**src/pdo_pkg.sv**
```systemverilog
// constants shared by the port logic: register map, field positions, resets
package pdo_pkg;

    // ------------------------------------------------------------------
    // register byte offsets on the apb slave
    // ------------------------------------------------------------------
    localparam logic [7:0] PDO_OFF_SPECIAL_FUNCTION_IO = 8'h00;
    localparam logic [7:0] PDO_OFF_PORT_A_OUTPUT_LATCH = 8'h04;
    localparam logic [7:0] PDO_OFF_PORT_A_DIRECTION = 8'h08;
    localparam logic [7:0] PDO_OFF_PORT_A_PIN_LEVELS = 8'h0c;
    localparam logic [7:0] PDO_OFF_PORT_B_OUTPUT_LATCH = 8'h10;
    localparam logic [7:0] PDO_OFF_PORT_B_DIRECTION = 8'h14;
    localparam logic [7:0] PDO_OFF_PORT_B_PIN_LEVELS = 8'h18;
    localparam logic [7:0] PDO_OFF_PORT_C_OUTPUT_LATCH = 8'h1c;
    localparam logic [7:0] PDO_OFF_PORT_C_DIRECTION = 8'h20;
    localparam logic [7:0] PDO_OFF_PORT_C_PIN_LEVELS = 8'h24;
    localparam logic [7:0] PDO_OFF_PORT_D_OUTPUT_LATCH = 8'h28;
    localparam logic [7:0] PDO_OFF_PORT_D_DIRECTION = 8'h2c;
    localparam logic [7:0] PDO_OFF_PORT_D_PIN_LEVELS = 8'h30;

    // ------------------------------------------------------------------
    // special function register fields and reset values
    // ------------------------------------------------------------------
    localparam int PDO_SFIO_PULLUP_OFF_BIT = 2;
    localparam logic [7:0] PDO_SFIO_RO_ZERO_MASK = 8'h10;
    localparam logic [7:0] PDO_SFIO_RESET = 8'h00;
    localparam logic [7:0] PDO_LATCH_RESET = 8'h00;
    localparam logic [7:0] PDO_DIRECTION_RESET = 8'h00;

    // ------------------------------------------------------------------
    // pin positions of the fourth port, counted in the 32-bit pad vector
    // ------------------------------------------------------------------
    localparam int PDO_PORT_D_BASE = 24;
    localparam int PDO_PIN_RX = PDO_PORT_D_BASE + 0;
    localparam int PDO_PIN_TX = PDO_PORT_D_BASE + 1;
    localparam int PDO_PIN_IRQ0 = PDO_PORT_D_BASE + 2;
    localparam int PDO_PIN_IRQ1 = PDO_PORT_D_BASE + 3;
    localparam int PDO_PIN_T1B = PDO_PORT_D_BASE + 4;
    localparam int PDO_PIN_T1A = PDO_PORT_D_BASE + 5;
    localparam int PDO_PIN_CAPTURE = PDO_PORT_D_BASE + 6;
    localparam int PDO_PIN_T2 = PDO_PORT_D_BASE + 7;

endpackage

```
**src/pdo_port_block.sv**
```systemverilog
// four 8-bit ports with the fourth port's alternate-function overrides
//
// Functional notes
// - receiver on forces rx pin to input
// - rx pullup follows latch bit, global off
// - global pullup off kills every pullup
// - transmitter on: no pullup, output, serial data
// - compare outputs replace latch when enabled
// - capture pin feeds timer, no overrides
// - enabled external irq forces input enable
// - latch and direction reset to zero
// - pin levels read-only sampled pin state
// - special register: bit2 pullup off, bit4 zero
// - transmitter on makes tx pin output
`timescale 1ns/1ps
`default_nettype none

module pdo_port_block
    import pdo_pkg::*;
#(
    parameter int NUM_PORTS = 4,
    parameter int PORT_WIDTH = 8
)
(
    input wire logic clk_i,
    input wire logic reset_n_i,
    // apb slave
    input wire logic psel_i,
    input wire logic penable_i,
    input wire logic pwrite_i,
    input wire logic [7:0] paddr_i,
    input wire logic [31:0] pwdata_i,
    output logic [31:0] prdata_o,
    output logic pready_o,
    output logic pslverr_o,
    // pads: a=7:0, b=15:8, c=23:16, d=31:24
    input wire logic [31:0] pad_in_i,
    output logic [31:0] pad_out_o,
    output logic [31:0] pad_oe_o,
    output logic [31:0] pad_pullup_o,
    // high closes the digital inputs of pins that no unit holds open
    input wire logic input_gate_i,
    // peripheral side
    input wire logic receiver_on_i,
    input wire logic transmitter_on_i,
    input wire logic tx_serial_data_i,
    input wire logic timer2_compare_en_i,
    input wire logic timer2_compare_out_i,
    input wire logic timer1_compare_a_en_i,
    input wire logic timer1_compare_a_out_i,
    input wire logic timer1_compare_b_en_i,
    input wire logic timer1_compare_b_out_i,
    input wire logic ext_irq_zero_en_i,
    input wire logic ext_irq_one_en_i,
    output logic rx_serial_data_o,
    output logic timer1_capture_in_o,
    output logic ext_irq_zero_in_o,
    output logic ext_irq_one_in_o,
    output logic [7:0] special_function_io_o
);

    localparam int NPINS = NUM_PORTS * PORT_WIDTH;

    // ------------------------------------------------------------------
    // register state
    // ------------------------------------------------------------------
    logic [7:0] special_function_io_q;
    logic [NPINS-1:0] output_latch_q;
    logic [NPINS-1:0] direction_q;
    // pad levels reach the units three edges late: two sync flops, one reg
    logic [NPINS-1:0] pin_sync1_q;
    logic [NPINS-1:0] pin_sync2_q;
    logic [NPINS-1:0] pin_levels_q;
    logic global_pullup_off;

    // override bundles, one bit per pin
    logic [NPINS-1:0] pullup_override_en;
    logic [NPINS-1:0] pullup_override_val;
    logic [NPINS-1:0] direction_override_en;
    logic [NPINS-1:0] direction_override_val;
    logic [NPINS-1:0] pin_value_override_en;
    logic [NPINS-1:0] pin_value_override_val;
    logic [NPINS-1:0] input_enable_override_en;
    logic [NPINS-1:0] input_enable_override_val;
    logic [NPINS-1:0] input_enable_eff;

    // write strobe and hit on a mapped register
    logic wr_en;
    logic addr_hit;

    // one disable bit serves the register path and the rx override alike
    assign global_pullup_off = special_function_io_q[PDO_SFIO_PULLUP_OFF_BIT];

    // ------------------------------------------------------------------
    // apb slave: zero wait states, error on unmapped address
    // ------------------------------------------------------------------
    // always ready, so every access phase ends in its first cycle
    assign pready_o = 1'b1;
    // a miss raises no strobe, so an unmapped write leaves all state alone
    assign wr_en = psel_i & penable_i & pwrite_i & addr_hit;

    // address decode and read mux; upper 24 bits read as zero
    always_comb
    begin
        addr_hit = 1'b1;
        prdata_o = 32'h0000_0000;
        unique case (paddr_i)
            PDO_OFF_SPECIAL_FUNCTION_IO:
                prdata_o[7:0] = special_function_io_q;
            PDO_OFF_PORT_A_OUTPUT_LATCH: prdata_o[7:0] = output_latch_q[7:0];
            PDO_OFF_PORT_A_DIRECTION: prdata_o[7:0] = direction_q[7:0];
            PDO_OFF_PORT_A_PIN_LEVELS: prdata_o[7:0] = pin_levels_q[7:0];
            PDO_OFF_PORT_B_OUTPUT_LATCH: prdata_o[7:0] = output_latch_q[15:8];
            PDO_OFF_PORT_B_DIRECTION: prdata_o[7:0] = direction_q[15:8];
            PDO_OFF_PORT_B_PIN_LEVELS: prdata_o[7:0] = pin_levels_q[15:8];
            PDO_OFF_PORT_C_OUTPUT_LATCH: prdata_o[7:0] = output_latch_q[23:16];
            PDO_OFF_PORT_C_DIRECTION: prdata_o[7:0] = direction_q[23:16];
            PDO_OFF_PORT_C_PIN_LEVELS: prdata_o[7:0] = pin_levels_q[23:16];
            PDO_OFF_PORT_D_OUTPUT_LATCH: prdata_o[7:0] = output_latch_q[31:24];
            PDO_OFF_PORT_D_DIRECTION: prdata_o[7:0] = direction_q[31:24];
            PDO_OFF_PORT_D_PIN_LEVELS: prdata_o[7:0] = pin_levels_q[31:24];
            default: addr_hit = 1'b0;
        endcase
    end

    // pin-level slots are mapped, so writes there are dropped quietly
    // error only in the access phase, so a setup cycle never flags it
    assign pslverr_o = psel_i & penable_i & ~addr_hit;

    // ------------------------------------------------------------------
    // special function register
    // ------------------------------------------------------------------
    // the bits of other units are kept as written for them to read back
    // bit4 held zero
    always_ff @(posedge clk_i or negedge reset_n_i)
    begin
        if (!reset_n_i)
            special_function_io_q <= PDO_SFIO_RESET;
        else if (wr_en && paddr_i == PDO_OFF_SPECIAL_FUNCTION_IO)
            special_function_io_q <= pwdata_i[7:0] & ~PDO_SFIO_RO_ZERO_MASK;
    end

    // other units own the remaining bits; they see the stored byte
    assign special_function_io_o = special_function_io_q;

    // ------------------------------------------------------------------
    // output latch and direction registers
    // ------------------------------------------------------------------
    // one byte lane per port; pin-level offsets fall to the default arm
    // latch writes, reset zero
    always_ff @(posedge clk_i or negedge reset_n_i)
    begin
        if (!reset_n_i)
            output_latch_q <= {NUM_PORTS{PDO_LATCH_RESET}};
        else if (wr_en)
        begin
            unique case (paddr_i)
                PDO_OFF_PORT_A_OUTPUT_LATCH: output_latch_q[7:0] <= pwdata_i[7:0];
                PDO_OFF_PORT_B_OUTPUT_LATCH: output_latch_q[15:8] <= pwdata_i[7:0];
                PDO_OFF_PORT_C_OUTPUT_LATCH: output_latch_q[23:16] <= pwdata_i[7:0];
                PDO_OFF_PORT_D_OUTPUT_LATCH: output_latch_q[31:24] <= pwdata_i[7:0];
                default: ;
            endcase
        end
    end

    // a cleared bit leaves its pin an input, the safe state at power-up
    // direction writes, reset input
    always_ff @(posedge clk_i or negedge reset_n_i)
    begin
        if (!reset_n_i)
            direction_q <= {NUM_PORTS{PDO_DIRECTION_RESET}};
        else if (wr_en)
        begin
            unique case (paddr_i)
                PDO_OFF_PORT_A_DIRECTION: direction_q[7:0] <= pwdata_i[7:0];
                PDO_OFF_PORT_B_DIRECTION: direction_q[15:8] <= pwdata_i[7:0];
                PDO_OFF_PORT_C_DIRECTION: direction_q[23:16] <= pwdata_i[7:0];
                PDO_OFF_PORT_D_DIRECTION: direction_q[31:24] <= pwdata_i[7:0];
                default: ;
            endcase
        end
    end

    // ------------------------------------------------------------------
    // pin sampling
    // ------------------------------------------------------------------
    // two flops against metastability; only the second is read below
    // their reset value means nothing: the pad is unknown until sampled
    always_ff @(posedge clk_i or negedge reset_n_i)
    begin
        if (!reset_n_i)
        begin
            pin_sync1_q <= '0;
            pin_sync2_q <= '0;
        end
        else
        begin
            pin_sync1_q <= pad_in_i;
            pin_sync2_q <= pin_sync1_q;
        end
    end

    // a closed gate reads zero, so a floating pad cannot toggle logic
    // sampled levels, gated input
    always_ff @(posedge clk_i or negedge reset_n_i)
    begin
        if (!reset_n_i)
            pin_levels_q <= '0;
        else
            pin_levels_q <= pin_sync2_q & input_enable_eff;
    end

    // ------------------------------------------------------------------
    // fourth-port override sources
    // ------------------------------------------------------------------
    // pins without an alternate function keep every enable low
    // defaults first keep this process free of latches
    always_comb
    begin
        pullup_override_en = '0;
        pullup_override_val = '0;
        direction_override_en = '0;
        direction_override_val = '0;
        pin_value_override_en = '0;
        pin_value_override_val = '0;
        input_enable_override_en = '0;
        input_enable_override_val = '0;
        // value zero: the receiver only listens on its pin
        // receiver forces input
        pullup_override_en[PDO_PIN_RX] = receiver_on_i;
        direction_override_en[PDO_PIN_RX] = receiver_on_i;
        direction_override_val[PDO_PIN_RX] = 1'b0;
        pullup_override_val[PDO_PIN_RX] =
            output_latch_q[PDO_PIN_RX] & ~global_pullup_off;
        // no pull-up while driving: it would only load the transmitter
        // transmitter takes pin
        pullup_override_en[PDO_PIN_TX] = transmitter_on_i;
        pullup_override_val[PDO_PIN_TX] = 1'b0;
        pin_value_override_en[PDO_PIN_TX] = transmitter_on_i;
        pin_value_override_val[PDO_PIN_TX] = tx_serial_data_i;
        // drive enable high whatever the direction register holds
        // tx pin forced output
        direction_override_en[PDO_PIN_TX] = transmitter_on_i;
        direction_override_val[PDO_PIN_TX] = 1'b1;
        // drive is untouched: a pin set as output still reaches its irq
        // irq forces input enable
        input_enable_override_en[PDO_PIN_IRQ0] = ext_irq_zero_en_i;
        input_enable_override_val[PDO_PIN_IRQ0] = 1'b1;
        input_enable_override_en[PDO_PIN_IRQ1] = ext_irq_one_en_i;
        input_enable_override_val[PDO_PIN_IRQ1] = 1'b1;
        // direction stays with software: an input pin hides the compare
        // compare outputs replace latch
        pin_value_override_en[PDO_PIN_T1B] = timer1_compare_b_en_i;
        pin_value_override_val[PDO_PIN_T1B] = timer1_compare_b_out_i;
        pin_value_override_en[PDO_PIN_T1A] = timer1_compare_a_en_i;
        pin_value_override_val[PDO_PIN_T1A] = timer1_compare_a_out_i;
        pin_value_override_en[PDO_PIN_T2] = timer2_compare_en_i;
        pin_value_override_val[PDO_PIN_T2] = timer2_compare_out_i;
        // capture reads the pad through the ordinary input gate
        // capture pin left untouched
        pin_value_override_en[PDO_PIN_CAPTURE] = 1'b0;
    end

    // ------------------------------------------------------------------
    // per-pin override muxes
    // ------------------------------------------------------------------
    // overrides come first; registers fill in whatever no unit claims
    // register path: pullup only when input, latch one and not disabled
    for (genvar i = 0; i < NPINS; i++)
    begin : g_pin
        assign pad_oe_o[i] = direction_override_en[i] ?
            direction_override_val[i] : direction_q[i];
        assign pad_out_o[i] = pin_value_override_en[i] ?
            pin_value_override_val[i] : output_latch_q[i];
        // register path only; the overrides carry their own pull-up value
        // global pullup disable
        assign pad_pullup_o[i] = pullup_override_en[i] ?
            pullup_override_val[i] :
            (~direction_q[i] & output_latch_q[i] & ~global_pullup_off);
        // gate closes inputs in low power, unless an enabled irq holds the pin open
        assign input_enable_eff[i] = input_enable_override_en[i] ?
            input_enable_override_val[i] : ~input_gate_i;
    end

    // ------------------------------------------------------------------
    // digital inputs to the peripherals
    // ------------------------------------------------------------------
    // units see the registered level, never the raw pad
    // rx pin to receiver
    assign rx_serial_data_o = pin_levels_q[PDO_PIN_RX];
    assign timer1_capture_in_o = pin_levels_q[PDO_PIN_CAPTURE];
    assign ext_irq_zero_in_o = pin_levels_q[PDO_PIN_IRQ0];
    assign ext_irq_one_in_o = pin_levels_q[PDO_PIN_IRQ1];

endmodule

`default_nettype wire
```
**config.mk**
```make
export PLATFORM = sky130hd
export DESIGN_NAME = pdo_port_block
export DESIGN_NICKNAME = d
export VERILOG_FILES = /design/src/pdo_pkg.sv /design/src/pdo_port_block.sv
export SDC_FILE = /design/constraint.sdc
export NUM_CORES = 1
export LEC_CHECK = 0
export BUFFER_PORTS_ARGS = -buffer_cell sky130_fd_sc_hd__buf_2
export CAP_MARGIN = 20
export CORE_MARGIN = 2
export CORE_UTILIZATION = 52
export DETAILED_ROUTE_END_ITERATION = 7
export PLACE_DENSITY = 0.9
export SLEW_MARGIN = 25
export SYNTH_ARGS = -nofsm -noshare
export SYNTH_HDL_FRONTEND = slang
export SYNTH_SLANG_ARGS = --single-unit
```
**constraint.sdc**
```tcl
create_clock -name clk_i -period 4.4 [get_ports clk_i]
set_input_delay 0.44 -clock clk_i [delete_from_list [all_inputs] [get_ports clk_i]]
set_output_delay 0.44 -clock clk_i [all_outputs]
set_load 0.03 [all_outputs]
```
==> results of run 1 <==
[cells in the mapped netlist, types with 3 or more instances]
| master | n | area, um2 |
|---|---|---|
| nor3b_1 | 33 | 248 |
| and3_1 | 5 | 31.3 |
| or4b_1 | 3 | 30.0 |
| nand3_1 | 17 | 85.1 |
| o21ai_0 | 9 | 45.0 |
| mux4_2 | 8 | 180 |
| buf_2 | 6 | 30.0 |
| nor2b_1 | 32 | 200 |
| nand2_1 | 10 | 37.5 |
| a31oi_1 | 3 | 18.8 |
| nand4_1 | 3 | 18.8 |
| mux2i_1 | 9 | 90.1 |
| buf_4 | 85 | 638 |
| nor2_1 | 3 | 11.3 |
| inv_1 | 5 | 18.8 |
| dfrtp_1 | 167 | 4180 |
| nor2_4 | 7 | 78.8 |
| a22oi_1 | 5 | 37.5 |
| nand3b_1 | 8 | 60.1 |
| nor3_1 | 3 | 15.0 |
| a21boi_0 | 3 | 22.5 |
| mux2_2 | 80 | 901 |
| buf_6 | 3 | 33.8 |
| a221o_1 | 3 | 30.0 |
| clkbuf_1 | 14 | 52.6 |
[path summary, 6_finish.rpt]
check                                                 to  slack (ns)  cells past startpoint
worst max register to register  special_function_io_o[2]        3.35                      2
worst max-delay path                         prdata_o[4]        1.31                      6
max in group asynchronous               pin_levels_q[19]        3.29                      2
worst min register to register           pin_sync2_q[15]        0.35                      0
min in group clk_i                       pin_sync1_q[17]        0.12                      1
worst min-delay path                     pin_sync1_q[21]        0.07                      1
[power groups by stage]
stage / clock network (mW) / logic (mW) / registers [mW]
global route: 1.51 / 0.273 / 1.62
floorplan: 0 / 0.175 / 1.64
finish: 1.42 / 0.251 / 1.61
CTS: 1.44 / 0.251 / 1.61
detailed placement: 0 / 0.250 / 1.64
global placement: 0 / 0.246 / 1.64
[through the flow]
stage	instance area, um2	setup slack (ns)	power, mW	instances
CTS	8520	1.29	3.30	874
global route	8530	1.20	3.40	875
global placement	7950	1.38	1.89	843
detailed placement	7950	1.31	1.89	843
finish	8540	1.31	3.28	876
floorplan	7560	2.07	1.81	590
[cell families (layout without fill, tap and decap cells)]
group	after synthesis	count (layout)	synth area share, %
AO/OA/AOI/OAI	44	44	4.39
multiplexers	98	98	15.8
buffers and inverters	115	219	10.5
other	2	28	0.101
AND/OR/NAND/NOR	140	140	13.3
flip-flops	167	167	55.9
[routing by layer]
metal  vias up  global-route usage [%]  wire, um  part of all wire, %
met3        37                    6.68      1690                   10
met1      2311                    31.6      6920                   41
met4         2                    9.59       346                  2.0
met5         -                       0         7                0.041
li1       2123                       -         -                    -
met2       274                    34.2      7950                   47
[final cells by class]
| class | instances | area share [%] |
|---|---|---|
| timing repair buffer | 183 | 10.9 |
| antenna | 2 | 0.0586 |
| inverter | 5 | 0.220 |
| multi-input combinational | 308 | 30.5 |
| tap | 180 | 2.64 |
| sequential | 167 | 49.0 |
| clock buffer | 19 | 5.31 |
| clock inverter | 12 | 1.39 |
[registers in the layout, indices dropped and copies added (netlist names)]
| signal | cells |
|---|---|
| direction_q | 32 |
| output_latch_q | 32 |
| pin_levels_q | 32 |
| pin_sync1_q | 32 |
| pin_sync2_q | 32 |
| special_function_io_o | 7 |
==> out/metrics.yaml, run 1 <==
final_util_pct: 61.3
drive_above_1_share_pct: 46.4
final_cell_mix: "179 x buf_2, 167 x dfrtp_1, 80 x mux2_2"
maxCapViolCount: 0
path_class: "primary input to primary output"
overflow: 0
cp_slowest_cell: "or4b_1"
crit_required_ns: 3.96
vias: 4747
drc: 0
relSlewSlack_pct: 42.2
cts_root_buffer: "clkbuf_16"
syn_avg_cell_area_um2: 13.2
grt_max_degree: 92
drtIter0Drc: 310
seqPwrFrac_pct: 49.2
clkSlewWorstSetupHoldPaths_ns: 0.06
synthArstFlopShare_pct: 100
worst_pin_slew_ns: 0.867
cell_internal_pwr_mw: 2.48
period_minus_slack_ns: 3.09
numCtsBuffers: 17
ys_seq_elements: 167
power.density_nw_per_um2: 384
slowest_delay_ns: 0.66
synth_area_um2: 7470
grt_usage_pct: 22.9
p_sw_share_pct: 24.5
maxSlewViolCount: 0
antenna_found_initial: 3
fill_cells: 1104
cellLeakagePower_nw: 4.30
yosys_warnings: 0
fmax_mhz: 323
ir_drop_mv: 0.314
synthToLayoutAreaGrowth_pct: 14.3
crit_path_frequent_cell: "buf_2"
hp-class: "primary input to async pin"
hold_viol_final: 0
setup_violations: 0
final_nets: 771
ys_types: 55
critPathCaptureType: "primary output"
htreeDepth: 4
skew_ns: 0.00485
fin_tns_setup_ns: 0
cp_top_family: "buffers and inverters"
power_frac_clock_pct: 43.2
place.gp.congestion: 0.904
worst-path-buf-inv: 2
post-cts-setup-buffers: 0
core_um2: 13900
cts_sinks: 167
pwr-share-comb_pct: 7.6
ctsHoldBuffers: 0
viasPerCell: 5.42
grt_first_pass_wirelength_mm: 25.3
synth_edf_count: 0
dieArea_um2: 15300
die_h_um: 124
multiInputGateArea_um2: 2610
rows: 43
initial_core_util_pct: 53.6
ctsResizeCount: 0
grt_pass1_vias: 4375
cp-start-kind: "primary input"
regToRegStartpoint: "special_function_io_o[2]"
drt-pass1-iter-count: 5
regArea_um2: 4180
ys_seq_area_share_pct: 55.9
io_pins: 231
critPathArrivalTime_ns: 2.65
antenna_left: 0
cp_cell_sequence: "buf_2 -> or4b_1 -> o22a_1 -> o21a_1 -> o2111ai_2 -> buf_2"
clock_latency_ns: 0.42
io_buffers: 180
startpoint: "paddr_i[2]"
p_switching_mw: 0.804
hold_ws_ns: 0.0715
mostFrequentLayoutCell: "buf_2"
wl_mm: 16.9
synthFlopType: "dfrtp_1"
rsz0062_at_grt: "false"
min_period_over_period_pct: 70.3
cts_tree: "built"
crit_fanout: 38
cts_buffer_depth: 2
dp_hpwl_mm: 11.6
routedWlPerCell_um: 19.3
syn_inst: 566
status: "completed"
chipWidth_um: 124
Note: power is estimated with default switching activity, not from simulation.
==> inputs of run 2 (changes only) <==
ABC_AREA = 1   (was not set)
clock period = 2.9 ns   (was 4.4 ns; I/O delays follow)
==> run 2 against run 1 <==
Compared with the run above: worst hold slack gained 0.059 ns; setup slack worse by 0.71 ns; cell count up 36%; first-iteration DRC count rose to 2.9 times the previous value; critical path depth rose by 3; core utilization up 2.6 points; via count is 34% higher; sequential power rose by 50%; final area up 5.0%; flip-flop and latch count stayed put; synthesized cell count increased by 50%; non-clock buffer count is 51 higher; critical endpoint is now prdata_o[7].
==> out/metrics.yaml, run 2 <==
synthToLayoutAreaGrowth_pct: 18.9
ys_types: 32
drt-pass1-iter-count: 7
synth_area_um2: 7540
cts_tree: "built"
dieArea_um2: 15500
stdcell_area_um2: 8960
dp_hpwl_mm: 14.4
post_synth_most_frequent_cells: "239 x nand2_1, 167 x dfrtp_1, 84 x buf_4, 78 x nand4_1, 71 x inv_1"
grt_usage_pct: 27.4
vias: 6365
yosys_warnings: 0
ir_drop_mv: 0.530
final_nets: 1090
hp-class: "primary input to flip-flop"
maxSlewViolCount: 0
rsz0062_at_grt: "false"
grt_pass1_vias: 6140
mostFrequentLayoutCell: "nand2_1"
overflow: 0
fmax_mhz: 435
dpl-instance-area_um2: 8100
skew_ns: 0.0104
antenna_left: 0
initial_core_util_pct: 53.7
ctsHoldBuffers: 33
viasPerCell: 5.34
die_h_um: 124
post-synth-top-area-cell: "dfrtp_1"
ys_seq_elements: 167
htreeDepth: 4
final_util_pct: 63.8
crit_required_ns: 2.61
hold_ws_ns: 0.131
ys_seq_area_share_pct: 55.4
cellLeakagePower_nw: 4.97
report.power.total_mw: 4.78
clock_latency_ns: 0.43
synth_edf_count: 0
yosys-top-cells-area: "dfrtp_1 55%, nand2_1 12%, buf_4 8.4%, nand4_1 6.5%, inv_1 3.5%"
period_minus_slack_ns: 2.30
synthFlopType: "dfrtp_1"
drive_above_1_share_pct: 24.9
power.density_nw_per_um2: 533
core_um2: 14000
crit_fanout: 8
clkSlewWorstSetupHoldPaths_ns: 0.06
fin_tns_setup_ns: 0
relSlewSlack_pct: 48.1
worst_pin_slew_ns: 0.777
cts_sinks: 167
critPathArrivalTime_ns: 2.01
grt_first_pass_wirelength_mm: 32.7
routedWlPerCell_um: 17.6
drc: 0
maxCapViolCount: 0
syn_avg_cell_area_um2: 8.90
numCtsBuffers: 17
wl_mm: 20.9
n_antenna_cell: 0
synth_top_area_share_pct: 55.4
chipWidth_um: 124
path_class: "primary input to primary output"
min_period_over_period_pct: 79.2
cts_root_buffer: "clkbuf_16"
drtIter0Drc: 895
place.gp.congestion: 0.947
fill_cells: 1126
syn_inst: 847
ctsResizeCount: 0
synthArstFlopShare_pct: 100
hold_viol_final: 0
io_pins: 231
rows: 43
grt_max_degree: 82
status: "completed"
antenna_found_initial: 1
io_buffers: 180
synth.most_common_cell: "nand2_1"
critPathCaptureType: "primary output"
cts_buffer_depth: 2
post-cts-setup-buffers: 0
cp-start-kind: "primary input"
final_cell_mix: "239 x nand2_1, 179 x buf_2, 167 x dfrtp_1"
setup_violations: 0
==> run 2: routing by layer <==
layer  global-route usage [%]  vias to the layer above  wire, um  part of all wire [%]
met5                        0                        -        13                 0.062
met3                     8.93                       67      2400                    11
met1                     33.5                     2955      7610                    36
met2                     44.9                      425     10200                    49
li1                         -                     2916         -                     -
met4                     11.6                        2       765                   3.7
==> run 2: power by group <==
part	total [mW]	switching, mW	leakage (nW)	internal (mW)
clock	2.03	0.918	0.255	1.12
sequential	2.42	0.0227	2.15	2.40
combinational	0.323	0.227	2.56	0.0965
==> run 2: worst max-delay path, cell delays in order <==
cell and delay, ns:
buf_2 0.12, nor2_2 0.21, nand2_1 0.17, nor2_1 0.46, nand2_1 0.20, nand3_1 0.14
nor3_1 0.05, nand2_1 0.14, buf_2 0.23
==> run 2: final timing paths <==
path                                               start                  endpoint  slack (ns)  depth (start not counted)
worst min register to register           pin_sync1_q[18]           pin_sync2_q[18]        0.35                          0
worst max-delay path                          paddr_i[1]               prdata_o[7]        0.60                          9
worst max register to register  special_function_io_o[2]  special_function_io_o[2]        1.70                          3
worst min-delay path                    ext_irq_one_en_i          pin_levels_q[27]        0.13                          3
max in group asynchronous                      reset_n_i            direction_q[1]        1.66                          3
min in group asynchronous                      reset_n_i        output_latch_q[12]        0.49                          2
==> run 2: cell type report <==
type                    instances  area, um2  area share (%)
inverters                      74        278            3.10
multi-input cells             507       2340            26.1
well taps                     180        225            2.51
flip-flops and latches        167       4180            46.6
repair buffers                234       1410            15.7
clock buffers                  18        439            4.90
clock inverters                13       97.6            1.09
==> run 2: cell families (layout without fill, tap and decap cells) <==
family / after synthesis / after routing / share of synthesized area, %
buffers and inverters: 197 / 339 / 14.9
and+or+nand+nor: 451 / 451 / 27.2
DFF: 167 / 167 / 55.4
other: 2 / 26 / 0.0996
AOI/OAI and AO/OA: 30 / 30 / 2.39
==> run 2: per-stage QoR <==
stage                     setup slack, ns  instances
after floorplan                     0.900        871
after global placement              0.571       1129
after detailed placement            0.534       1129
after CTS                           0.638       1193
after global routing                0.477       1193
final                               0.602       1193
